$ cat src/include/epw_pkg.sv
/*
  epw_pkg: register map, field positions, reset values and mode codes
  for the enhanced PWM output stage.
  assumes an APB slave with 32-bit data, one register per aligned word.
*/
package epw_pkg;

  // ****************************************
  // register byte offsets
  // ****************************************
  localparam logic [7:0] EPW_OFF_TIMER_SEL = 8'h00;
  localparam logic [7:0] EPW_OFF_MODE_CTRL = 8'h04;
  localparam logic [7:0] EPW_OFF_SHUTDOWN  = 8'h08;
  localparam logic [7:0] EPW_OFF_STEERING  = 8'h0c;
  localparam logic [7:0] EPW_OFF_DEADBAND  = 8'h10;
  localparam logic [7:0] EPW_OFF_DUTY_HIGH = 8'h14;
  localparam logic [7:0] EPW_OFF_STATUS    = 8'h18;

  // ****************************************
  // reset values
  // ****************************************
  localparam logic [7:0] EPW_RST_TIMER_SEL = 8'h00;
  localparam logic [7:0] EPW_RST_MODE_CTRL = 8'h00;
  localparam logic [7:0] EPW_RST_SHUTDOWN  = 8'h00;
  localparam logic [7:0] EPW_RST_STEERING  = 8'h01;
  localparam logic [7:0] EPW_RST_DEADBAND  = 8'h00;
  localparam logic [7:0] EPW_RST_DUTY_HIGH = 8'h00;

  // ****************************************
  // field positions
  // ****************************************
  localparam int EPW_CFG_POS     = 6;
  localparam int EPW_DLOW_POS    = 4;
  localparam int EPW_ASE_POS     = 7;
  localparam int EPW_PSS_AC_POS  = 2;
  localparam int EPW_PSS_BD_POS  = 0;
  localparam int EPW_SYNC_POS    = 4;
  localparam int EPW_RSEN_POS    = 7;

  // ****************************************
  // mode and configuration codes
  // ****************************************
  localparam logic [3:0] EPW_MODE_OFF      = 4'h0;
  localparam logic [3:0] EPW_MODE_CMP_TGL  = 4'h2;
  localparam logic [3:0] EPW_MODE_CAP_FALL = 4'h4;
  localparam logic [3:0] EPW_MODE_CAP_RISE = 4'h5;
  localparam logic [3:0] EPW_MODE_CAP_R4   = 4'h6;
  localparam logic [3:0] EPW_MODE_CAP_R16  = 4'h7;
  localparam logic [3:0] EPW_MODE_CMP_SET  = 4'h8;
  localparam logic [3:0] EPW_MODE_CMP_CLR  = 4'h9;
  localparam logic [3:0] EPW_MODE_CMP_SW   = 4'ha;
  localparam logic [3:0] EPW_MODE_CMP_SPEC = 4'hb;
  localparam logic [1:0] EPW_PWM_TOP       = 2'h3;
  localparam logic [1:0] EPW_CFG_SINGLE    = 2'h0;
  localparam logic [1:0] EPW_CFG_FWD       = 2'h1;
  localparam logic [1:0] EPW_CFG_HALF      = 2'h2;
  localparam logic [1:0] EPW_CFG_REV       = 2'h3;
  localparam logic [1:0] EPW_PSS_LOW       = 2'h0;
  localparam logic [1:0] EPW_PSS_HIGH      = 2'h1;

  // ****************************************
  // timing
  // ****************************************
  localparam int         EPW_TOSC_PER_CYC  = 4;
  localparam logic [7:0] EPW_DIR_LEAD      = 8'h04;
  localparam logic [3:0] EPW_CAP_DIV4      = 4'h3;
  localparam logic [3:0] EPW_CAP_DIV16     = 4'hf;

  typedef enum logic [1:0] {
    EPW_DIR_RUN  = 2'b00,
    EPW_DIR_TURN = 2'b01,
    EPW_DIR_WAIT = 2'b11
  } epw_dir_t;

endpackage

$ cat src/core/epw_output_stage.sv
/*
  epw_output_stage: enhanced capture/compare/PWM output stage with APB
  register access, pin steering, dead-band, polarity and auto-shutdown.
  assumes timer count/period/match come from outside, synchronous to clk_sys,
  and that one clk_sys cycle is one instruction cycle.
*/
// Chosen here: the APB interface to the registers and the register offsets.
// Operation
// - dead-band only on inactive-to-active edge
// - seven-bit count sets dead-band instruction cycles
// - single mode copies PWM to steered pins
// - low mode bits set steered pin polarity
// - shutdown forces only PWM-enabled pins
// - sync off: steering applies immediately
// - sync on: steering waits next period
// - timer flag set as second period begins
// - config selects forward, half or reverse bridge
// - outside PWM, A is capture/compare pin
// - duty low bits extend duty to ten
// - mode 0000 turns off and resets
// - capture falling, rising, 4th, 16th rising
// - compare toggle, set, clear, flag-only modes
// - special event resets timer, flags, starts conversion
// - pair polarities set independently, 1 active-low
// - output config absent on simple modules
// - dead-band above duty keeps output inactive
// - direction change four counts before period end
// - shutdown state field drives low, high, float
`timescale 1ns/1ps
module epw_output_stage
  import epw_pkg::*;
#(
  parameter bit HAS_BRIDGE    = 1'b1,
  parameter bit IS_SECOND_MOD = 1'b0
) (
  // clock, reset, enable
  input  wire logic              clk_sys,
  input  wire logic              srst,
  input  wire logic              clk_en,
  // apb slave
  input  wire logic              psel,
  input  wire logic              penable,
  input  wire logic              pwrite,
  input  wire logic [7:0]        paddr,
  input  wire logic [31:0]       pwdata,
  output logic                   pready,
  output logic [31:0]            prdata,
  output logic                   pslverr,
  // timer interface
  input  wire logic [7:0]        tmr_count,
  input  wire logic [7:0]        tmr_period,
  input  wire logic [1:0]        tmr_prescale,
  input  wire logic              tmr_period_match,
  input  wire logic              cmp_match,
  input  wire logic              capture_pin,
  input  wire logic              shutdown_in,
  // events
  output logic                   timer_period_flag,
  output logic                   module_event_flag,
  output logic                   capture_strobe,
  output logic                   timer_reset,
  output logic                   adc_start,
  // pins
  output logic [3:0]             pin_out,
  output logic [3:0]             pin_oe,
  output logic [3:0]             pin_owned
);

  // ****************************************
  // state
  // ****************************************
  typedef struct packed {
    logic [7:0] tsel;
    logic [7:0] mode;
    logic [7:0] sdc;
    logic [7:0] steer;
    logic [3:0] steer_act;
    logic [7:0] dbc;
    logic [7:0] duty;
    logic [9:0] duty_lat;
    logic [1:0] cfg_act;
    epw_dir_t   dir;
    logic       pwm_raw;
    logic       out_a;
    logic       out_b;
    logic [6:0] dcnt_a;
    logic [6:0] dcnt_b;
    logic [1:0] per_cnt;
    logic       tflag;
    logic       eflag;
    logic       cap_prev;
    logic [3:0] cap_cnt;
    logic       cmp_pin;
    logic       cap_str;
    logic       trst;
    logic       adc;
    logic [31:0] rdata;
  } epw_state_t;

  epw_state_t s_q;
  epw_state_t s_d;

  logic        acc;
  logic        wr;
  logic        pwm_mode;
  logic [1:0]  cfg_now;
  logic [9:0]  cnt10;
  logic [3:0]  mod_sig;
  logic [3:0]  act_sig;
  logic [3:0]  en_pin;
  logic [3:0]  pol;
  logic [3:0]  pre_pol;
  logic [1:0]  pss [4];
  logic        ase;
  logic        mapped;

  assign acc      = psel & penable;
  assign wr       = acc & pwrite & clk_en;
  assign pready   = acc;
  assign mapped   = (paddr <= EPW_OFF_STATUS) && (paddr[1:0] == 2'b00);
  assign pslverr  = acc & ~mapped;
  assign prdata   = s_q.rdata;
  assign pwm_mode = s_q.mode[3:2] == EPW_PWM_TOP;
  assign cfg_now  = HAS_BRIDGE ? s_q.mode[7:6] : EPW_CFG_SINGLE;
  assign cnt10    = {tmr_count, tmr_prescale};
  assign ase      = s_q.sdc[EPW_ASE_POS];
  assign pol      = {s_q.mode[0], s_q.mode[1], s_q.mode[0], s_q.mode[1]};

  // ****************************************
  // next state
  // ****************************************
  always_comb begin
    s_d = s_q;
    s_d.cap_str = 1'b0;
    s_d.trst    = 1'b0;
    s_d.adc     = 1'b0;
    // ****************************************
    // register writes
    // ****************************************
    if (wr) begin
      case (paddr)
        EPW_OFF_TIMER_SEL: s_d.tsel = pwdata[7:0];
        EPW_OFF_MODE_CTRL: s_d.mode = pwdata[7:0];
        EPW_OFF_SHUTDOWN: begin
          s_d.sdc[6:0] = pwdata[6:0];
          if (!shutdown_in || pwdata[EPW_ASE_POS])
            s_d.sdc[EPW_ASE_POS] = pwdata[EPW_ASE_POS];
        end
        EPW_OFF_STEERING:  s_d.steer = {3'h0, pwdata[4:0]};
        EPW_OFF_DEADBAND:  s_d.dbc   = pwdata[7:0];
        EPW_OFF_DUTY_HIGH: s_d.duty  = pwdata[7:0];
        EPW_OFF_STATUS: begin
          if (pwdata[0])
            s_d.tflag = 1'b0;
          if (pwdata[1])
            s_d.eflag = 1'b0;
        end
        default: ;
      endcase
    end
    if (psel && !penable) begin
      case (paddr)
        EPW_OFF_TIMER_SEL: s_d.rdata = {24'h0, s_q.tsel};
        EPW_OFF_MODE_CTRL: s_d.rdata = {24'h0, s_q.mode};
        EPW_OFF_SHUTDOWN:  s_d.rdata = {24'h0, s_q.sdc};
        EPW_OFF_STEERING:  s_d.rdata = {24'h0, s_q.steer};
        EPW_OFF_DEADBAND:  s_d.rdata = {24'h0, s_q.dbc};
        EPW_OFF_DUTY_HIGH: s_d.rdata = {24'h0, s_q.duty};
        EPW_OFF_STATUS:    s_d.rdata = {28'h0, s_q.cfg_act, s_q.eflag, s_q.tflag};
        default:           s_d.rdata = 32'h0;
      endcase
    end
    // ****************************************
    // shutdown latch and auto-restart
    // ****************************************
    if (shutdown_in)
      s_d.sdc[EPW_ASE_POS] = 1'b1;
    else if (s_q.dbc[EPW_RSEN_POS] && ase && tmr_period_match)
      s_d.sdc[EPW_ASE_POS] = 1'b0;
    // ****************************************
    // steering update
    // ****************************************
    if (!s_d.steer[EPW_SYNC_POS])
      s_d.steer_act = s_d.steer[3:0];
    else if (tmr_period_match)
      s_d.steer_act = s_q.steer[3:0];
    // ****************************************
    // period start: latch duty, track direction
    // ****************************************
    if (tmr_period_match) begin
      s_d.duty_lat = {s_q.duty, s_q.mode[5:4]};
      s_d.pwm_raw  = 1'b1;
      s_d.cfg_act  = cfg_now;
      s_d.dir      = EPW_DIR_RUN;
      if (pwm_mode && s_q.per_cnt != 2'h2)
        s_d.per_cnt = s_q.per_cnt + 2'h1;
      if (pwm_mode && s_q.per_cnt == 2'h1)
        s_d.tflag = 1'b1;
      else if (s_q.per_cnt == 2'h2)
        s_d.tflag = 1'b1;
    end else if (cnt10 >= s_q.duty_lat) begin
      s_d.pwm_raw = 1'b0;
    end
    // ****************************************
    // direction change in full bridge
    // ****************************************
    case (s_q.dir)
      EPW_DIR_RUN:
        if (cfg_now[0] && s_q.cfg_act[0] && cfg_now != s_q.cfg_act)
          s_d.dir = EPW_DIR_TURN;
      EPW_DIR_TURN:
        if (tmr_period - tmr_count <= EPW_DIR_LEAD) begin
          s_d.dir     = EPW_DIR_WAIT;
          s_d.cfg_act = cfg_now;
        end
      EPW_DIR_WAIT: ;
      default: s_d.dir = EPW_DIR_RUN;
    endcase
    // ****************************************
    // dead-band on rising edge, half bridge only
    // ****************************************
    if (!s_q.pwm_raw)
      s_d.dcnt_a = s_q.dbc[6:0];
    else if (s_q.dcnt_a != 7'h0)
      s_d.dcnt_a = s_q.dcnt_a - 7'h1;
    if (s_q.pwm_raw)
      s_d.dcnt_b = s_q.dbc[6:0];
    else if (s_q.dcnt_b != 7'h0)
      s_d.dcnt_b = s_q.dcnt_b - 7'h1;
    s_d.out_a = s_q.pwm_raw
                && (s_q.dcnt_a == 7'h0 || s_q.cfg_act != EPW_CFG_HALF);
    s_d.out_b = !s_q.pwm_raw && (s_q.dcnt_b == 7'h0);
    // ****************************************
    // capture and compare
    // ****************************************
    s_d.cap_prev = capture_pin;
    case (s_q.mode[3:0])
      EPW_MODE_CAP_FALL: s_d.cap_str = s_q.cap_prev && !capture_pin;
      EPW_MODE_CAP_RISE: s_d.cap_str = !s_q.cap_prev && capture_pin;
      EPW_MODE_CAP_R4, EPW_MODE_CAP_R16:
        if (!s_q.cap_prev && capture_pin) begin
          s_d.cap_cnt = s_q.cap_cnt + 4'h1;
          s_d.cap_str = (s_q.cap_cnt & ((s_q.mode[0]) ? EPW_CAP_DIV16 : EPW_CAP_DIV4))
                        == ((s_q.mode[0]) ? EPW_CAP_DIV16 : EPW_CAP_DIV4);
        end
      EPW_MODE_CMP_TGL:
        if (cmp_match)
          s_d.cmp_pin = !s_q.cmp_pin;
      EPW_MODE_CMP_SET:
        if (cmp_match)
          s_d.cmp_pin = 1'b1;
      EPW_MODE_CMP_CLR:
        if (cmp_match)
          s_d.cmp_pin = 1'b0;
      EPW_MODE_CMP_SPEC:
        if (cmp_match) begin
          s_d.trst = 1'b1;
          s_d.adc  = IS_SECOND_MOD;
        end
      default: ;
    endcase
    if (wr && paddr == EPW_OFF_MODE_CTRL) begin
      s_d.cap_cnt = 4'h0;
      if (pwdata[3:0] == EPW_MODE_CMP_SET)
        s_d.cmp_pin = 1'b0;
      if (pwdata[3:0] == EPW_MODE_CMP_CLR)
        s_d.cmp_pin = 1'b1;
    end
    if (s_d.cap_str || (cmp_match && s_q.mode[3] && !s_q.mode[2]))
      s_d.eflag = 1'b1;
    // ****************************************
    // module off
    // ****************************************
    if (s_q.mode[3:0] == EPW_MODE_OFF) begin
      s_d.per_cnt  = 2'h0;
      s_d.cap_cnt  = 4'h0;
      s_d.cmp_pin  = 1'b0;
      s_d.pwm_raw  = 1'b0;
      s_d.out_a    = 1'b0;
      s_d.out_b    = 1'b0;
      s_d.dir      = EPW_DIR_RUN;
    end
  end

  // ****************************************
  // pin mapping
  // ****************************************
  always_comb begin
    mod_sig = 4'h0;
    act_sig = 4'h0;
    en_pin  = 4'h0;
    if (pwm_mode) begin
      case (s_q.cfg_act)
        EPW_CFG_SINGLE: begin
          en_pin  = s_q.steer_act;
          mod_sig = {4{s_q.out_a}};
        end
        EPW_CFG_FWD: begin
          en_pin  = 4'hf;
          mod_sig = {s_q.out_a && s_q.dir != EPW_DIR_WAIT, 3'h0};
          act_sig = 4'h1;
        end
        EPW_CFG_HALF: begin
          en_pin  = 4'h3;
          mod_sig = {2'h0, s_q.out_b, s_q.out_a};
        end
        default: begin
          en_pin  = 4'hf;
          mod_sig = {2'h0, s_q.out_a && s_q.dir != EPW_DIR_WAIT, 1'b0};
          act_sig = 4'h4;
        end
      endcase
    end else if (s_q.mode[3:0] != EPW_MODE_OFF && s_q.mode[3:0] != EPW_MODE_CMP_SW
                 && s_q.mode[3]) begin
      en_pin  = 4'h1;
      mod_sig = {3'h0, s_q.cmp_pin};
    end else if (s_q.mode[3:0] == EPW_MODE_CMP_TGL) begin
      en_pin  = 4'h1;
      mod_sig = {3'h0, s_q.cmp_pin};
    end
    pre_pol = pwm_mode ? ((mod_sig | act_sig) ^ pol) : mod_sig;
  end

  assign pss[0] = s_q.sdc[EPW_PSS_AC_POS +: 2];
  assign pss[1] = s_q.sdc[EPW_PSS_BD_POS +: 2];
  assign pss[2] = s_q.sdc[EPW_PSS_AC_POS +: 2];
  assign pss[3] = s_q.sdc[EPW_PSS_BD_POS +: 2];

  // shutdown overrides only enabled pins
  always_comb begin
    for (int i = 0; i < 4; i++) begin
      pin_owned[i] = en_pin[i];
      if (pwm_mode && ase && en_pin[i]) begin
        pin_out[i] = pss[i] == EPW_PSS_HIGH;
        pin_oe[i]  = !pss[i][1];
      end else begin
        pin_out[i] = pre_pol[i];
        pin_oe[i]  = en_pin[i];
      end
    end
  end

  assign timer_period_flag = s_q.tflag;
  assign module_event_flag = s_q.eflag;
  assign capture_strobe    = s_q.cap_str;
  assign timer_reset       = s_q.trst;
  assign adc_start         = s_q.adc;

  // ****************************************
  // registers
  // ****************************************
  always_ff @(posedge clk_sys) begin
    if (srst) begin
      s_q           <= '0;
      s_q.tsel      <= EPW_RST_TIMER_SEL;
      s_q.mode      <= EPW_RST_MODE_CTRL;
      s_q.sdc       <= EPW_RST_SHUTDOWN;
      s_q.steer     <= EPW_RST_STEERING;
      s_q.steer_act <= EPW_RST_STEERING[3:0];
      s_q.dbc       <= EPW_RST_DEADBAND;
      s_q.duty      <= EPW_RST_DUTY_HIGH;
      s_q.dir       <= EPW_DIR_RUN;
    end else if (clk_en) begin
      s_q <= s_d;
    end
  end

endmodule // epw_output_stage

$ cat config.mk
export PLATFORM = sky130hd
export DESIGN_NAME = epw_output_stage
export DESIGN_NICKNAME = d
export VERILOG_FILES = /design/src/include/epw_pkg.sv /design/src/core/epw_output_stage.sv
export SDC_FILE = /design/constraint.sdc
export NUM_CORES = 1
export LEC_CHECK = 0
export BUFFER_PORTS_ARGS = -buffer_cell sky130_fd_sc_hd__buf_2
export CELL_PAD_IN_SITES_DETAIL_PLACEMENT = 0
export CELL_PAD_IN_SITES_GLOBAL_PLACEMENT = 2
export CORE_MARGIN = 1
export CORE_UTILIZATION = 29
export DETAILED_ROUTE_END_ITERATION = 8
export PLACE_DENSITY = 0.87
export SYNTH_ARGS = -nofsm -noshare
export SYNTH_HDL_FRONTEND = slang
export SYNTH_SLANG_ARGS = --single-unit
export TNS_END_PERCENT = 20
$ cat constraint.sdc
create_clock -name clk_sys -period 2.05 [get_ports clk_sys]
set_input_delay 0.3075 -clock clk_sys [delete_from_list [all_inputs] [get_ports clk_sys]]
set_output_delay 0.3075 -clock clk_sys [all_outputs]
set_load 0.05 [all_outputs]
==> impl_metrics.yaml <==
timing:
  finalSetupViolCount: 6
  hold_ws_ps: 203
  hold_viol_final: 0
  tightest_slew_ps: 692
  skew_ps: 10.1
  rsz0062_at_grt: "yes"
  min_period_over_period_pct: 105
  max_freq_mhz: 463
  tns_ps: -307
  drv_slew: 0
  fin_crit_ps: 2160
  relSlewSlack_pct: 53.9
  setup_ws_ps: -111
layout:
  fin_cells: 1134
  final_nets: 952
  antennaDiodeCount: 0
  final_cell_mix: "94 x dfxtp_1, 88 x nand2_1, 81 x nor2_1"
  syn_to_final_growth_pct: 21.7
  drive_gt1_share_pct: 23.5
  final_common_cell: "dfxtp_1"
logic_synthesis:
  synth_flop_cell: "dfxtp_1"
  syn-cell-area_sq_um: 5950
  synth_area_leaders: "dfxtp_1 34%, a21oi_1 7.2%, mux2i_1 5.9%"
  synth_edf_count: 0
  synth_top_area_share_pct: 33.6
  async_flop_share_pct: 0
  ys_warn_count: 0
  yosysSeqAreaShare_pct: 33.6
  syn_inst: 765
  synth_cell_types: 62
  yosys.area.top_type: "dfxtp_1"
  synth_seq_cells: 100
  avgSynthCellArea_sq_um: 7.78
drt:
  via_per_inst: 4.85
  vias: 5504
  drtIter0Drc: 327
  routed_wl_mm: 16.9
  drt.antenna.violating_nets: 0
  first_pass_iters: 5
  wl_per_cell_um: 14.9
  drcViolationCount: 0
critical_path:
  criticalPathCategory: "flop to flop"
  critPathLaunchType: "flop"
  cp_slowest_cell: "or3b_4"
  cp.required_ps: 2270
  critical-path-top-delay-family: "simple AND/OR/NAND/NOR gates"
  worstSetupEndpointType: "flop"
  cp.arrival_ps: 2380
  critPathBufInv: 1
  path_cells: "inv_2, ha_4, or3b_4, or3_4, o31a_1, nand2_1, mux2i_1, a221oi_2, nor2_1"
  worstPathMaxFanout: 4
  slowest_delay_ps: 380
global_route:
  overflow: 0
  antenna_found_initial: 0
  grt_pass1_vias: 5203
  grt_max_degree: 33
  grt_usage_pct: 16.3
  grt_pass1_wl_mm: 27.3
min_path:
  hp-class: "input port to flop"
cts:
  clkSlewWorstSetupHoldPaths_ps: 70
  cts_sinks: 100
  cts_tree: "built"
  cts_buffers: 9
  cts_root_buffer: "clkbuf_16"
  cts-htree-levels: 3
  clock_path_buffers: 2
  clock_latency_ps: 360
placement:
  port_buffers: 69
  preCtsSetupSlack_ps: -580
  dp.cells: 1117
  gp_congestion: 0.794
  dpl.hpwl_mm: 12.6
outcome:
  violations: "setup timing"
  status: "complete, but fails checks"
die:
  core_sq_um: 20200
  die_w_um: 145
  rows: 52
  ios: 119
  chipHeight_um: 145
  initial_core_util_pct: 29.5
  dieArea_sq_um: 21100
flow_run:
  cap_violations: 0
pwr:
  peakVddDrop_v: 0.000446
  power.density_nw_per_um2: 687
  p_leak_nw: 3.02
[cells by family (layout without fill, tap and decap cells)]
logic type                 count (synthesis)  count (layout)  synth area share, %
buffers and inverters                    116             191                 9.76
adders and majority gates                 25              25                 5.26
muxes                                     44              44                 9.11
and+or+nand+nor                          300             300                 23.9
other                                      1              25               0.0630
xor gates and xnor gates                   5               5                0.736
AOI/OAI and AO/OA                        174             174                 17.5
DFF                                      100             100                 33.6
[area by class of cell]
class                           count  area (sq um)
Clock buffer                       13           260
Timing Repair Buffer              140           908
Multi-Input combinational cell    573          3570
Tap cell                          270           338
Inverter                           35           131
Sequential cell                   100          2010
Clock inverter                      3          21.3
Fill cell                        2172         12900
[worst reg2reg max path, delay by kind of cell, from the launching register on]
| family | cells | cell delay, ps |
|---|---|---|
| AND/OR/NAND/NOR | 4 | 840 |
| AO/OA/AOI/OAI | 2 | 590 |
| flip-flops | 1 | 320 |
| adder cells (fa/ha/maj) | 1 | 140 |
| buffers and inverters | 1 | 70 |
| multiplexers | 1 | 70 |
[worst paths after layout]
path               to  cells past startpoint   startpoint  slack (ps)
min               ase                      3  shutdown_in         200
max reg2reg   s_q[47]                      9      s_q[46]        -110
min reg2reg  s_q[126]                      2     s_q[126]         460
max           s_q[47]                      9      s_q[46]        -110
[sequential cells by signal, summed over array words and instances, names as in the netlist]
signal,flops
s_q,79
pol,2
module_event_flag,1
prdata,8
timer_reset,1
timer_period_flag,1
pss,4
cfg_now,2
ase,1
capture_strobe,1
[Yosys cell counts, drive strengths merged (3+ instances only)]
library cell,number
a22o,3
buf,45
ha,25
a22oi,6
nor3,15
a21o,6
a31oi,4
and2,6
o22ai,3
nor4,7
o32ai,3
nand3,41
nand4,5
dfxtp,100
clkbuf,36
or3,7
a211oi,9
nor2,85
mux4,8
inv,34
o21a,3
o21ai,29
o31a,3
nand2,90
nand3b,5
a21oi,86
nand2b,16
o211ai,3
and3,6
xnor2,3
mux2i,35
nor2b,12
[layer usage]
metal	wire, um	vias to the layer above	global-route usage (%)
li1	-	2799	-
met1	8000	2583	21.5
met2	8100	107	27.1
met3	609	15	3.55
met4	204	0	3.26
met5	0	-	0
[where the power goes]
group	switching, mW	internal [mW]
sequential	0.0583	2.02
combinational	0.664	0.584
clock	0.760	0.892
total	1.48	3.49
[metrics by stage]
stage / total power, mW / utilization [%] / area, sq um
floorplan: 2.87 / - / 6060
global placement: 3.19 / 33.9 / 6840
detailed placement: 3.19 / 33.9 / 6840
CTS: 4.84 / 35.5 / 7170
global route: 5.24 / 35.9 / 7240
finish: 4.97 / 35.9 / 7240
[what timing repair did]
item                                    CTS  global route
gates resized for setup                  19            21
pin swaps                                 5             6
endpoints found under the setup margin   14            14
endpoints found under the hold margin     0             0
setup buffers                             0             1
gates cloned                              0             0
hold buffers                              0             0
(Power assumes the default switching activity.)
